$ cat config.mk
export PLATFORM = sky130hd
export DESIGN_NAME = ddr_init_ctrl
export DESIGN_NICKNAME = d
export VERILOG_FILES = /design/src/logic/ddr_init_pkg.sv /design/src/logic/wait_timer.sv /design/src/logic/refresh_pacer.sv /design/src/logic/ddr_init_ctrl.sv
export SDC_FILE = /design/constraint.sdc
export NUM_CORES = 1
export LEC_CHECK = 0
export BUFFER_PORTS_ARGS = -buffer_cell sky130_fd_sc_hd__buf_4
export CORE_MARGIN = 2
export CORE_UTILIZATION = 35
export DETAILED_ROUTE_END_ITERATION = 8
export SLEW_MARGIN = 20
export SYNTH_ARGS = -nofsm -noshare
export SYNTH_HDL_FRONTEND = slang
export SYNTH_HIERARCHICAL = 1
export SYNTH_SLANG_ARGS = --single-unit
$ cat constraint.sdc
create_clock -name CORE_CLK_IN -period 6.03 [get_ports CORE_CLK_IN]
set_clock_uncertainty 0.05 [all_clocks]
set_input_delay 0.3015 -clock CORE_CLK_IN [delete_from_list [all_inputs] [get_ports CORE_CLK_IN]]
set_output_delay 0.3015 -clock CORE_CLK_IN [all_outputs]
set_load 0.005 [all_outputs]
$ cat src/logic/ddr_init_pkg.sv
// constants, command codes and pin bundle for the ddr power-up controller
package ddr_init_pkg;
  // ==========================================================================
  // clocking
  localparam int CORE_PERIOD_PS = 5000;
  localparam int DRAM_CLK_DIV = 2;
  localparam int WAIT_W = 17;
  // ==========================================================================
  // sequence timing, least times rounded up to whole core cycles
  localparam int POWERUP_WAIT_US = 200;
  localparam int POWERUP_CYC =
    (POWERUP_WAIT_US * 1000000 + CORE_PERIOD_PS - 1) / CORE_PERIOD_PS;
  localparam int ROW_PRECHARGE_TIME_NS = 20;
  localparam int ROW_PRECHARGE_CYC =
    (ROW_PRECHARGE_TIME_NS * 1000 + CORE_PERIOD_PS - 1) / CORE_PERIOD_PS;
  localparam int MODE_REGISTER_SET_TIME_NS = 15;
  localparam int MODE_REGISTER_SET_CYC =
    (MODE_REGISTER_SET_TIME_NS * 1000 + CORE_PERIOD_PS - 1) / CORE_PERIOD_PS;
  localparam int REFRESH_CYCLE_TIME_NS = 75;
  localparam int REFRESH_CYCLE_CYC =
    (REFRESH_CYCLE_TIME_NS * 1000 + CORE_PERIOD_PS - 1) / CORE_PERIOD_PS;
  localparam int DLL_LOCK_DRAM_CYC = 200;
  localparam int DLL_LOCK_CYC = DLL_LOCK_DRAM_CYC * DRAM_CLK_DIV;
  // longest refresh spacing, rounded down
  localparam int REFRESH_PERIOD_SMALL_NS = 140600;
  localparam int REFRESH_PERIOD_LARGE_NS = 70300;
  localparam int REFRESH_SMALL_CYC = REFRESH_PERIOD_SMALL_NS * 1000 / CORE_PERIOD_PS;
  localparam int REFRESH_LARGE_CYC = REFRESH_PERIOD_LARGE_NS * 1000 / CORE_PERIOD_PS;
  // covers a relock and an alignment tick between a due refresh and its issue
  localparam int REFRESH_SLACK_CYC = 64;
  localparam int REFRESH_POST_MAX = 8;
  localparam int REFRESH_DEBT_W = 4;
  // ==========================================================================
  // commands, op = {cs_n, ras_n, cas_n, we_n}
  localparam int ADDR_W = 13;
  localparam logic [3:0] OP_NOP = 4'h7;
  localparam logic [3:0] OP_PRE = 4'h2;
  localparam logic [3:0] OP_REF = 4'h1;
  localparam logic [3:0] OP_LMR = 4'h0;
  localparam logic [1:0] BA_BASE = 2'h0;
  localparam logic [1:0] BA_EXT = 2'h1;
  localparam logic [ADDR_W-1:0] PRE_ALL_MASK = 13'h0400;
  localparam logic [ADDR_W-1:0] BASE_DLL_RESET_MASK = 13'h0100;
  localparam logic [ADDR_W-1:0] EXT_DLL_DISABLE_MASK = 13'h0001;
  localparam logic [ADDR_W-1:0] EXT_DRIVE_STRENGTH_MASK = 13'h0002;
  typedef struct packed {
    logic [3:0] op;
    logic [1:0] ba;
    logic [ADDR_W-1:0] addr;
  } dram_cmd_t;
  localparam dram_cmd_t NOP_CMD = '{op: OP_NOP, ba: BA_BASE, addr: 13'h0000};
  // ==========================================================================
  // software registers
  localparam int WB_ADR_W = 8;
  localparam logic [7:0] REG_CTRL_OFS = 8'h00;
  localparam logic [7:0] REG_MODE_OFS = 8'h04;
  localparam logic [7:0] REG_STATUS_OFS = 8'h08;
  localparam int CTRL_W = 5;
  localparam int CTRL_START_BIT = 0;
  localparam int CTRL_REDUCED_DRIVE_BIT = 1;
  localparam int CTRL_FINAL_LMR_BIT = 2;
  localparam int CTRL_RELOCK_BIT = 3;
  localparam int CTRL_SMALL_DENSITY_BIT = 4;
  localparam logic [CTRL_W-1:0] CTRL_RESET = 5'h04;
  localparam logic [ADDR_W-1:0] MODE_RESET = 13'h0000;
  localparam int ST_DONE_BIT = 0;
  localparam int ST_READ_OK_BIT = 1;
  localparam int ST_BUSY_BIT = 2;
  localparam int ST_DEBT_LSB = 4;
endpackage

$ cat src/logic/wait_timer.sv
// down counter that times one wait of the init sequence
`timescale 1ns/1ps
`default_nettype none
module wait_timer #(
  parameter int W = 17
) (
  // clock and reset
  input wire logic clk_in,
  input wire logic nrst_in,
  input wire logic ce_in,
  // control
  input wire logic load_in,
  input wire logic [W-1:0] len_in,
  output logic done_out
);
  logic [W-1:0] cnt_q;

  always_ff @(posedge clk_in or negedge nrst_in) begin
    if (!nrst_in) begin
      cnt_q <= '0;
    end else if (ce_in) begin
      if (load_in) begin
        cnt_q <= len_in;
      end else if (cnt_q != '0) begin
        cnt_q <= cnt_q - 1'b1;
      end
    end
  end

  assign done_out = (cnt_q == '0);
endmodule
`default_nettype wire

$ cat src/logic/refresh_pacer.sv
// paces periodic refreshes and counts the ones still owed
`timescale 1ns/1ps
`default_nettype none
module refresh_pacer
  import ddr_init_pkg::*;
#(
  parameter int W = 17
) (
  // clock and reset
  input wire logic clk_in,
  input wire logic nrst_in,
  input wire logic ce_in,
  // control
  input wire logic en_in,
  input wire logic [W-1:0] interval_in,
  input wire logic take_in,
  output logic due_out,
  output logic [REFRESH_DEBT_W-1:0] debt_out
);
  logic [W-1:0] cnt_q;
  logic owe;

  assign owe = en_in && (cnt_q >= interval_in - 1'b1);

  always_ff @(posedge clk_in or negedge nrst_in) begin
    if (!nrst_in) begin
      cnt_q <= '0;
    end else if (ce_in) begin
      cnt_q <= (!en_in || owe) ? '0 : cnt_q + 1'b1;
    end
  end

  // the debt saturates: more than the post limit is never kept
  always_ff @(posedge clk_in or negedge nrst_in) begin
    if (!nrst_in) begin
      debt_out <= '0;
    end else if (ce_in) begin
      if (owe && !take_in && debt_out != REFRESH_DEBT_W'(REFRESH_POST_MAX)) begin
        debt_out <= debt_out + 1'b1;
      end else if (take_in && !owe && debt_out != '0) begin
        debt_out <= debt_out - 1'b1;
      end
    end
  end

  assign due_out = (debt_out != '0);
endmodule
`default_nettype wire

$ cat src/logic/ddr_init_ctrl.sv
// ddr power-up sequencer and refresh keeper with a wishbone register slave
// How it works
// - after power, hold clock-enable low with a running clock for 200 us
// - then raise clock-enable together with at least one NOP
// - first command is precharge-all, then only NOPs for row precharge time
// - load extended mode: DLL enable bit zero, drive bit selectable, rest zero
// - after each mode load only NOPs for the mode-register-set time
// - then load the base mode with operating values and DLL reset
// - at least 200 DRAM clocks from DLL reset to any read
// - second precharge-all after base load, NOPs for row precharge time
// - two auto refreshes, each followed by refresh cycle time of NOPs
// - optional final base load clearing DLL reset, same values, then wait
// - clock-enable stays high from refresh issue until refresh time ends
// - after a clock frequency change reset the DLL and wait 200 clocks
// - row active time between 40 ns and 120000 ns
// - refresh at least every 140.6 or 70.3 us, never over eight owed
//
// Implementation choices: the address map and register access over Wishbone.
`timescale 1ns/1ps
`default_nettype none
module ddr_init_ctrl
  import ddr_init_pkg::*;
#(
  parameter int POWERUP_WAIT_CYC = POWERUP_CYC,
  parameter int REF_SMALL_CYC = REFRESH_SMALL_CYC,
  parameter int REF_LARGE_CYC = REFRESH_LARGE_CYC
) (
  // clock, reset, enable
  input wire logic CORE_CLK_IN,
  input wire logic NRST_IN,
  input wire logic CE_IN,
  // wishbone slave
  input wire logic WB_CYC_IN,
  input wire logic WB_STB_IN,
  input wire logic WB_WE_IN,
  input wire logic [WB_ADR_W-1:0] WB_ADR_IN,
  input wire logic [3:0] WB_SEL_IN,
  input wire logic [31:0] WB_DAT_IN,
  output logic [31:0] WB_DAT_OUT,
  output logic WB_ACK_OUT,
  // memory pins
  output logic DRAM_CK_OUT,
  output logic DRAM_CK_N_OUT,
  output logic DRAM_CKE_OUT,
  output var dram_cmd_t DRAM_CMD_OUT,
  // status
  output logic INIT_DONE_OUT,
  output logic READ_OK_OUT
);
  // ==========================================================================
  // types and lengths
  typedef enum logic [10:0] {
    S_RESET = 11'h001,
    S_HOLD  = 11'h002,
    S_PRE1  = 11'h004,
    S_EMR   = 11'h008,
    S_MRDLL = 11'h010,
    S_PRE2  = 11'h020,
    S_REF1  = 11'h040,
    S_REF2  = 11'h080,
    S_MRCLR = 11'h100,
    S_WAIT  = 11'h200,
    S_READY = 11'h400
  } state_t;

  localparam logic [WAIT_W-1:0] PWR_LEN = WAIT_W'(POWERUP_WAIT_CYC);
  localparam logic [WAIT_W-1:0] TRP_LEN = WAIT_W'(ROW_PRECHARGE_CYC);
  localparam logic [WAIT_W-1:0] MODE_REGISTER_SET_TIME_LEN = WAIT_W'(MODE_REGISTER_SET_CYC);
  localparam logic [WAIT_W-1:0] REFRESH_CYCLE_TIME_LEN = WAIT_W'(REFRESH_CYCLE_CYC);
  localparam logic [WAIT_W-1:0] DLL_LEN = WAIT_W'(DLL_LOCK_CYC);
  localparam logic [WAIT_W-1:0] REF_SMALL_LEN = WAIT_W'(REF_SMALL_CYC - REFRESH_SLACK_CYC);
  localparam logic [WAIT_W-1:0] REF_LARGE_LEN = WAIT_W'(REF_LARGE_CYC - REFRESH_SLACK_CYC);

  state_t state_q, ret_q, goto, nxt_ret;
  dram_cmd_t cmd_q, nxt_cmd;
  logic ck_q, ck_n_q, cke_q, cke_d, done_q, read_ok_q, ack_q;
  logic load_q, dll_load_q, cmd_new_q, wait_go, dll_rst;
  logic seq_done, dll_done, ref_due, ref_take, relock_take;
  logic [WAIT_W-1:0] len_q, nxt_len;
  logic [CTRL_W-1:0] ctrl_q;
  logic [ADDR_W-1:0] mode_q;
  logic [REFRESH_DEBT_W-1:0] debt;
  logic [31:0] dat_q, rd_data;
  logic wb_req, wb_wr;

  // ==========================================================================
  // dram clock: half the core rate, commands change on its falling edge
  always_ff @(posedge CORE_CLK_IN or negedge NRST_IN) begin
    if (!NRST_IN) begin
      ck_q <= 1'b0;
      ck_n_q <= 1'b1;
    end else if (CE_IN) begin
      ck_q <= ~ck_q;
      ck_n_q <= ck_q;
    end
  end

  // ==========================================================================
  // sequencer decisions, taken once per dram clock while ck is high
  always_comb begin
    goto = state_q;
    nxt_ret = ret_q;
    nxt_cmd = NOP_CMD;
    nxt_len = '0;
    wait_go = 1'b0;
    cke_d = cke_q;
    dll_rst = 1'b0;
    ref_take = 1'b0;
    relock_take = 1'b0;
    case (state_q)
      S_RESET: begin
        nxt_len = PWR_LEN;
        nxt_ret = S_HOLD;
        wait_go = 1'b1;
      end
      S_HOLD: if (ctrl_q[CTRL_START_BIT]) begin
        cke_d = 1'b1;
        goto = S_PRE1;
      end
      S_PRE1: begin
        nxt_cmd = '{op: OP_PRE, ba: BA_BASE, addr: PRE_ALL_MASK};
        nxt_len = TRP_LEN;
        nxt_ret = S_EMR;
        wait_go = 1'b1;
      end
      S_EMR: begin
        nxt_cmd.op = OP_LMR;
        nxt_cmd.ba = BA_EXT;
        nxt_cmd.addr = ctrl_q[CTRL_REDUCED_DRIVE_BIT] ? EXT_DRIVE_STRENGTH_MASK : '0;
        nxt_len = MODE_REGISTER_SET_TIME_LEN;
        nxt_ret = S_MRDLL;
        wait_go = 1'b1;
      end
      S_MRDLL: begin
        nxt_cmd = '{op: OP_LMR, ba: BA_BASE, addr: mode_q | BASE_DLL_RESET_MASK};
        nxt_len = MODE_REGISTER_SET_TIME_LEN;
        nxt_ret = S_PRE2;
        wait_go = 1'b1;
        dll_rst = 1'b1;
      end
      S_PRE2: begin
        nxt_cmd = '{op: OP_PRE, ba: BA_BASE, addr: PRE_ALL_MASK};
        nxt_len = TRP_LEN;
        nxt_ret = S_REF1;
        wait_go = 1'b1;
      end
      S_REF1: begin
        nxt_cmd = '{op: OP_REF, ba: BA_BASE, addr: 13'h0000};
        nxt_len = REFRESH_CYCLE_TIME_LEN;
        nxt_ret = S_REF2;
        wait_go = 1'b1;
      end
      S_REF2: begin
        nxt_cmd = '{op: OP_REF, ba: BA_BASE, addr: 13'h0000};
        nxt_len = REFRESH_CYCLE_TIME_LEN;
        nxt_ret = ctrl_q[CTRL_FINAL_LMR_BIT] ? S_MRCLR : S_READY;
        wait_go = 1'b1;
      end
      S_MRCLR: begin
        nxt_cmd = '{op: OP_LMR, ba: BA_BASE, addr: mode_q & ~BASE_DLL_RESET_MASK};
        nxt_len = MODE_REGISTER_SET_TIME_LEN;
        nxt_ret = S_READY;
        wait_go = 1'b1;
      end
      S_WAIT: if (seq_done) begin
        goto = ret_q;
      end
      S_READY: begin
        // only precharge, refresh and mode loads are issued, no row is ever
        // opened, so the row-active window is never entered
        if (ref_due) begin
          nxt_cmd = '{op: OP_REF, ba: BA_BASE, addr: 13'h0000};
          nxt_len = REFRESH_CYCLE_TIME_LEN;
          nxt_ret = S_READY;
          wait_go = 1'b1;
          ref_take = 1'b1;
        end else if (ctrl_q[CTRL_RELOCK_BIT]) begin
          nxt_cmd = '{op: OP_LMR, ba: BA_BASE, addr: mode_q | BASE_DLL_RESET_MASK};
          nxt_len = MODE_REGISTER_SET_TIME_LEN;
          nxt_ret = ctrl_q[CTRL_FINAL_LMR_BIT] ? S_MRCLR : S_READY;
          wait_go = 1'b1;
          dll_rst = 1'b1;
          relock_take = 1'b1;
        end
      end
      default: goto = S_RESET;
    endcase
    if (wait_go) begin
      goto = S_WAIT;
    end
  end

  // ==========================================================================
  // sequencer state and pin registers
  always_ff @(posedge CORE_CLK_IN or negedge NRST_IN) begin
    if (!NRST_IN) begin
      state_q <= S_RESET;
      ret_q <= S_READY;
      cmd_q <= NOP_CMD;
      cke_q <= 1'b0;
      len_q <= '0;
      load_q <= 1'b0;
      dll_load_q <= 1'b0;
      cmd_new_q <= 1'b0;
    end else if (CE_IN) begin
      load_q <= 1'b0;
      dll_load_q <= 1'b0;
      cmd_new_q <= 1'b0;
      if (ck_q) begin
        state_q <= goto;
        ret_q <= nxt_ret;
        cmd_q <= nxt_cmd;
        cke_q <= cke_d;
        len_q <= nxt_len;
        load_q <= wait_go;
        dll_load_q <= dll_rst;
        cmd_new_q <= (nxt_cmd.op != OP_NOP);
      end
    end
  end

  always_ff @(posedge CORE_CLK_IN or negedge NRST_IN) begin
    if (!NRST_IN) begin
      done_q <= 1'b0;
      read_ok_q <= 1'b0;
    end else if (CE_IN) begin
      done_q <= done_q | (state_q == S_READY);
      read_ok_q <= !dll_load_q && done_q && dll_done;
    end
  end

  wait_timer #(.W(WAIT_W)) seq_timer (
    .clk_in(CORE_CLK_IN),
    .nrst_in(NRST_IN),
    .ce_in(CE_IN),
    .load_in(load_q),
    .len_in(len_q),
    .done_out(seq_done)
  );

  wait_timer #(.W(WAIT_W)) dll_timer (
    .clk_in(CORE_CLK_IN),
    .nrst_in(NRST_IN),
    .ce_in(CE_IN),
    .load_in(dll_load_q),
    .len_in(DLL_LEN),
    .done_out(dll_done)
  );

  refresh_pacer #(.W(WAIT_W)) pacer (
    .clk_in(CORE_CLK_IN),
    .nrst_in(NRST_IN),
    .ce_in(CE_IN),
    .en_in(done_q),
    .interval_in(ctrl_q[CTRL_SMALL_DENSITY_BIT] ? REF_SMALL_LEN : REF_LARGE_LEN),
    .take_in(ref_take && ck_q),
    .due_out(ref_due),
    .debt_out(debt)
  );

  // ==========================================================================
  // wishbone slave: one wait state, ack for one cycle, unmapped reads zero
  assign wb_req = WB_CYC_IN && WB_STB_IN && !ack_q;
  assign wb_wr = wb_req && WB_WE_IN;

  always_comb begin
    rd_data = '0;
    case (WB_ADR_IN)
      REG_CTRL_OFS: rd_data[CTRL_W-1:0] = ctrl_q;
      REG_MODE_OFS: rd_data[ADDR_W-1:0] = mode_q;
      REG_STATUS_OFS: begin
        rd_data[ST_DONE_BIT] = done_q;
        rd_data[ST_READ_OK_BIT] = read_ok_q;
        rd_data[ST_BUSY_BIT] = (state_q != S_READY);
        rd_data[ST_DEBT_LSB +: REFRESH_DEBT_W] = debt;
      end
      default: rd_data = '0;
    endcase
  end

  always_ff @(posedge CORE_CLK_IN or negedge NRST_IN) begin
    if (!NRST_IN) begin
      ack_q <= 1'b0;
      dat_q <= '0;
    end else if (CE_IN) begin
      ack_q <= wb_req;
      if (wb_req) begin
        dat_q <= WB_WE_IN ? 32'h0000_0000 : rd_data;
      end
    end
  end

  // a write in the same cycle as the hardware taking a relock keeps its value
  always_ff @(posedge CORE_CLK_IN or negedge NRST_IN) begin
    if (!NRST_IN) begin
      ctrl_q <= CTRL_RESET;
      mode_q <= MODE_RESET;
    end else if (CE_IN) begin
      if (relock_take && ck_q) begin
        ctrl_q[CTRL_RELOCK_BIT] <= 1'b0;
      end
      if (wb_wr && WB_ADR_IN == REG_CTRL_OFS && WB_SEL_IN[0]) begin
        ctrl_q <= WB_DAT_IN[CTRL_W-1:0];
      end
      if (wb_wr && WB_ADR_IN == REG_MODE_OFS) begin
        if (WB_SEL_IN[0]) begin
          mode_q[7:0] <= WB_DAT_IN[7:0];
        end
        if (WB_SEL_IN[1]) begin
          mode_q[ADDR_W-1:8] <= WB_DAT_IN[ADDR_W-1:8];
        end
      end
    end
  end

  assign WB_ACK_OUT = ack_q;
  assign WB_DAT_OUT = dat_q;
  assign DRAM_CK_OUT = ck_q;
  assign DRAM_CK_N_OUT = ck_n_q;
  assign DRAM_CKE_OUT = cke_q;
  assign DRAM_CMD_OUT = cmd_q;
  assign INIT_DONE_OUT = done_q;
  assign READ_OK_OUT = read_ok_q;

  // ==========================================================================
  // checks and the helper counters they read
  logic [WAIT_W-1:0] up_q, gap_q, dll_gap_q, ref_gap_q;
  logic [3:0] last_op_q;
  logic [1:0] ref_cnt_q;
  logic emr_seen_q;

  always_ff @(posedge CORE_CLK_IN or negedge NRST_IN) begin
    if (!NRST_IN) begin
      up_q <= '0;
      gap_q <= '0;
      dll_gap_q <= '0;
      ref_gap_q <= '0;
      last_op_q <= OP_NOP;
      ref_cnt_q <= '0;
      emr_seen_q <= 1'b0;
    end else if (CE_IN) begin
      if (!(&up_q)) up_q <= up_q + 1'b1;
      if (!(&gap_q)) gap_q <= gap_q + 1'b1;
      if (!(&dll_gap_q)) dll_gap_q <= dll_gap_q + 1'b1;
      if (!(&ref_gap_q)) ref_gap_q <= ref_gap_q + 1'b1;
      if (cmd_new_q) begin
        gap_q <= WAIT_W'(1);
        last_op_q <= cmd_q.op;
        if (cmd_q.op == OP_REF) begin
          ref_gap_q <= WAIT_W'(1);
          if (ref_cnt_q != 2'h3) ref_cnt_q <= ref_cnt_q + 1'b1;
        end
        if (cmd_q.op == OP_LMR && cmd_q.ba == BA_EXT) emr_seen_q <= 1'b1;
        if (cmd_q.op == OP_LMR && (cmd_q.addr & BASE_DLL_RESET_MASK) != '0) begin
          dll_gap_q <= WAIT_W'(1);
        end
      end
    end
  end
endmodule
`default_nettype wire

==> reports/qor.yml <==
run_status:
  outcome: "finished clean"
drt:
  postRouteAntennaNets: 0
  drtIter0Drc: 577
  num_vias: 6686
  wire_per_inst_um: 16.2
  totalWireLength_um: 20100
  drc: 0
  vias_per_cell: 5.38
  firstDrtPassIters: 5
clock_tree:
  clk-insertion-delay-late_ps: 410
  cts_root_buffer: "clkbuf_16"
  cts-buffers-inserted: 17
  path_clk_slew_ps: 70
  postCtsSetupBuffers: 0
  cts_max_level: 4
  cts.path.max_buffers: 2
  cts-resized-gates: 0
  clock_sinks: 134
  cts_tree: "built"
floorplanning:
  die_y_um: 156
  die_width_um: 156
  dieArea_um2: 24200
  io-pin-count: 107
  initial_core_util: 0.356
  rows: 55
  coreArea_um2: 22600
setup_path:
  end_kind: "register"
  path_class: "reg -> reg"
  worstPathRequired_ps: 6270
  r2r_cells: 15
  cp_slowest_stage_delay_ps: 650
  cp_max_fo: 15
  crit_path_top_delay_cell: "dfrtp_1"
  start_kind: "register"
  path_cells: "inv_1 -> nor3_1 -> xnor2_1 -> ha_1 -> o21ai_0 -> a21oi_1 -> a21oi_1 -> o21a_1 -> nand3b_1 -> ha_1 -> a21o_2 -> a21oi_1 -> nor2_1 -> mux2i_1 -> nand3_1"
  arrival_ps: 4170
  crit_top_cell: "a21oi_1"
timing:
  period_needed_ps: 3930
  slew_viol_final: 0
  final.period_utilization: 0.652
  finalSetupTns_ps: 0
  tightest_slew_ps: 972
  hold_violations: 0
  grt_setup_unrepaired: "false"
  finalSetupViolCount: 0
  slew_headroom: 0.352
  clock.fmax_mhz: 254
logic_synthesis:
  ys_seq_area_frac: 0.418
  synth-compound-area-share: 0.173
  synth_mux_area_frac: 0.0464
  synth_top_area_frac: 0.395
  syn_area_um2: 8040
  ys_ff_latch: 134
  synthXorXnorAreaFrac: 0.0381
  synth.most_common_cell: "dfrtp_1"
  synthTopCellsByArea: "dfrtp_1 (40%), ha_1 (3.6%), nand2_1 (3.2%)"
  synth_top_family_by_area: "simple AND/OR/NAND/NOR gates"
  avgSynthCellArea_um2: 9.46
  ys_types: 91
  synth_top_area_cell: "dfrtp_1"
  yosys.area_share.simple: 0.226
  synthFlopType: "dfrtp_1"
  synth_top_cells_by_count: "dfrtp_1 (127), nand2_1 (69), nor2_1 (68)"
  synth_edf_count: 0
  ys_warn_count: 6
  syn_inst: 850
  synthArstFlopShare: 1.00
  synth_fa_ha_area_frac: 0.0383
finish:
  drive_above_1_share: 0.164
  fin_area_um2: 9380
  diodes: 0
  multi_input_area_um2: 4470
  area_growth_pct: 16.7
  regArea_um2: 3360
  fillers: 2222
  nets: 1020
grt:
  grt_pass1_vias: 6213
  gr-usage-all-layers: 0.170
  grt_pass1_wl_um: 32700
  grt_start_max_net_pins: 78
  gr-total-overflow: 0
  antenna_found_initial: 0
power_and_ir_drop:
  power_mw: 3.20
  powerDensity_nw_per_um2: 341
  p_leak_nw: 4.14
  ir_drop_uv: 154
placed_design:
  portBuffers: 64
  dpl_cell_area_um2: 8830
  dpl.hpwl_um: 14000
  gp_congestion: 0.819
job:
  max-cap-violations: 0
min_path:
  hold_depth: 2
  hp-class: "in -> reg"
-- layer usage --
metal	GRT usage	up-vias	routed length (µm)
li1	-	3261	-
met1	0.244	3234	10000
met2	0.262	179	9070
met3	0.0344	12	801
met4	0.0459	0	219
met5	0	-	0
-- cell families (layout without fill, tap and decap cells) --
kind of cell | Yosys count | in the layout
simple gates | 335 | 335
compound gates | 192 | 192
flops | 134 | 134
buf+inv | 95 | 132
xor+xnor | 35 | 35
mux | 33 | 33
fa+ha+maj | 24 | 24
other cells | 2 | 73
-- registers in the layout, summed over array words and instances (netlist names), 8 cells and up --
name             cells
mode_q              13
seq_timer/cnt_q     17
pacer/cnt_q         17
dll_timer/cnt_q     17
DRAM_CMD_OUT        17
WB_DAT_OUT          13
ret_q                8
state_q             11
-- critical path: cells and delay by family, from the launching register on --
family                     cells  cell delay, ps
xor gates and xnor gates       1             150
AOI/OAI and AO/OA              6            1340
DFF                            1             650
and+or+nand+nor                4             630
buffers and inverters          1             360
muxes                          1             120
adders and majority gates      2             510
-- placed cells by master, fill, tap and decap left out, drive strengths merged, types with 21 or more instances in the layout --
cell	instances
a21oi	26
nor2	68
conb	73
buf	69
ha	23
nor3	42
mux2	22
nand2	69
inv	36
a22o	21
nand3	24
dfrtp	127
o21ai	36
-- path summary, 6_finish.rpt --
| path | endpoint | from | slack, ps |
|---|---|---|---|
| min in group asynchronous | pacer/cnt_q[11] | NRST_IN | 370 |
| worst min register to register | WB_DAT_OUT[5] | WB_DAT_OUT[5] | 420 |
| worst max-delay path | pacer/debt_out[3] | ctrl_q[4] | 2100 |
| worst min-delay path | WB_DAT_OUT[3] | WB_WE_IN | 60 |
| worst max register to register | pacer/debt_out[3] | ctrl_q[4] | 2100 |
| max in group asynchronous | WB_DAT_OUT[7] | NRST_IN | 4180 |
-- cell type report --
type / count / share of cell area
Multi-Input combinational cell: 692 / 0.477
Sequential cell: 134 / 0.358
Timing Repair Buffer: 70 / 0.0567
Clock buffer: 19 / 0.0483
Tap cell: 285 / 0.0380
Inverter: 31 / 0.0124
Clock inverter: 12 / 0.00987
-- where the power goes --
group          switching, mW  internal (mW)  leakage, nW
logic                  0.495          0.379         2.15
registers              0.265           1.09         1.73
clock network          0.415          0.551        0.259
-- stage by stage --
stage	hold WS [ps]	std cells	utilization	setup WS [ps]
after floorplan	-44.1	921	-	2690
after global placement	262	1211	0.391	2200
after detailed placement	257	1211	0.391	2100
after CTS	46.3	1243	0.416	2090
after global routing	54.3	1243	0.416	1770
final	60.8	1243	0.416	2100
-- what timing repair did --
action / CTS / global route
hold buffers: 1 / 0
endpoints found under the hold margin: 57 / 0
endpoints found under the setup margin: 0 / 0
Note: power is estimated with default switching activity, not from simulation.
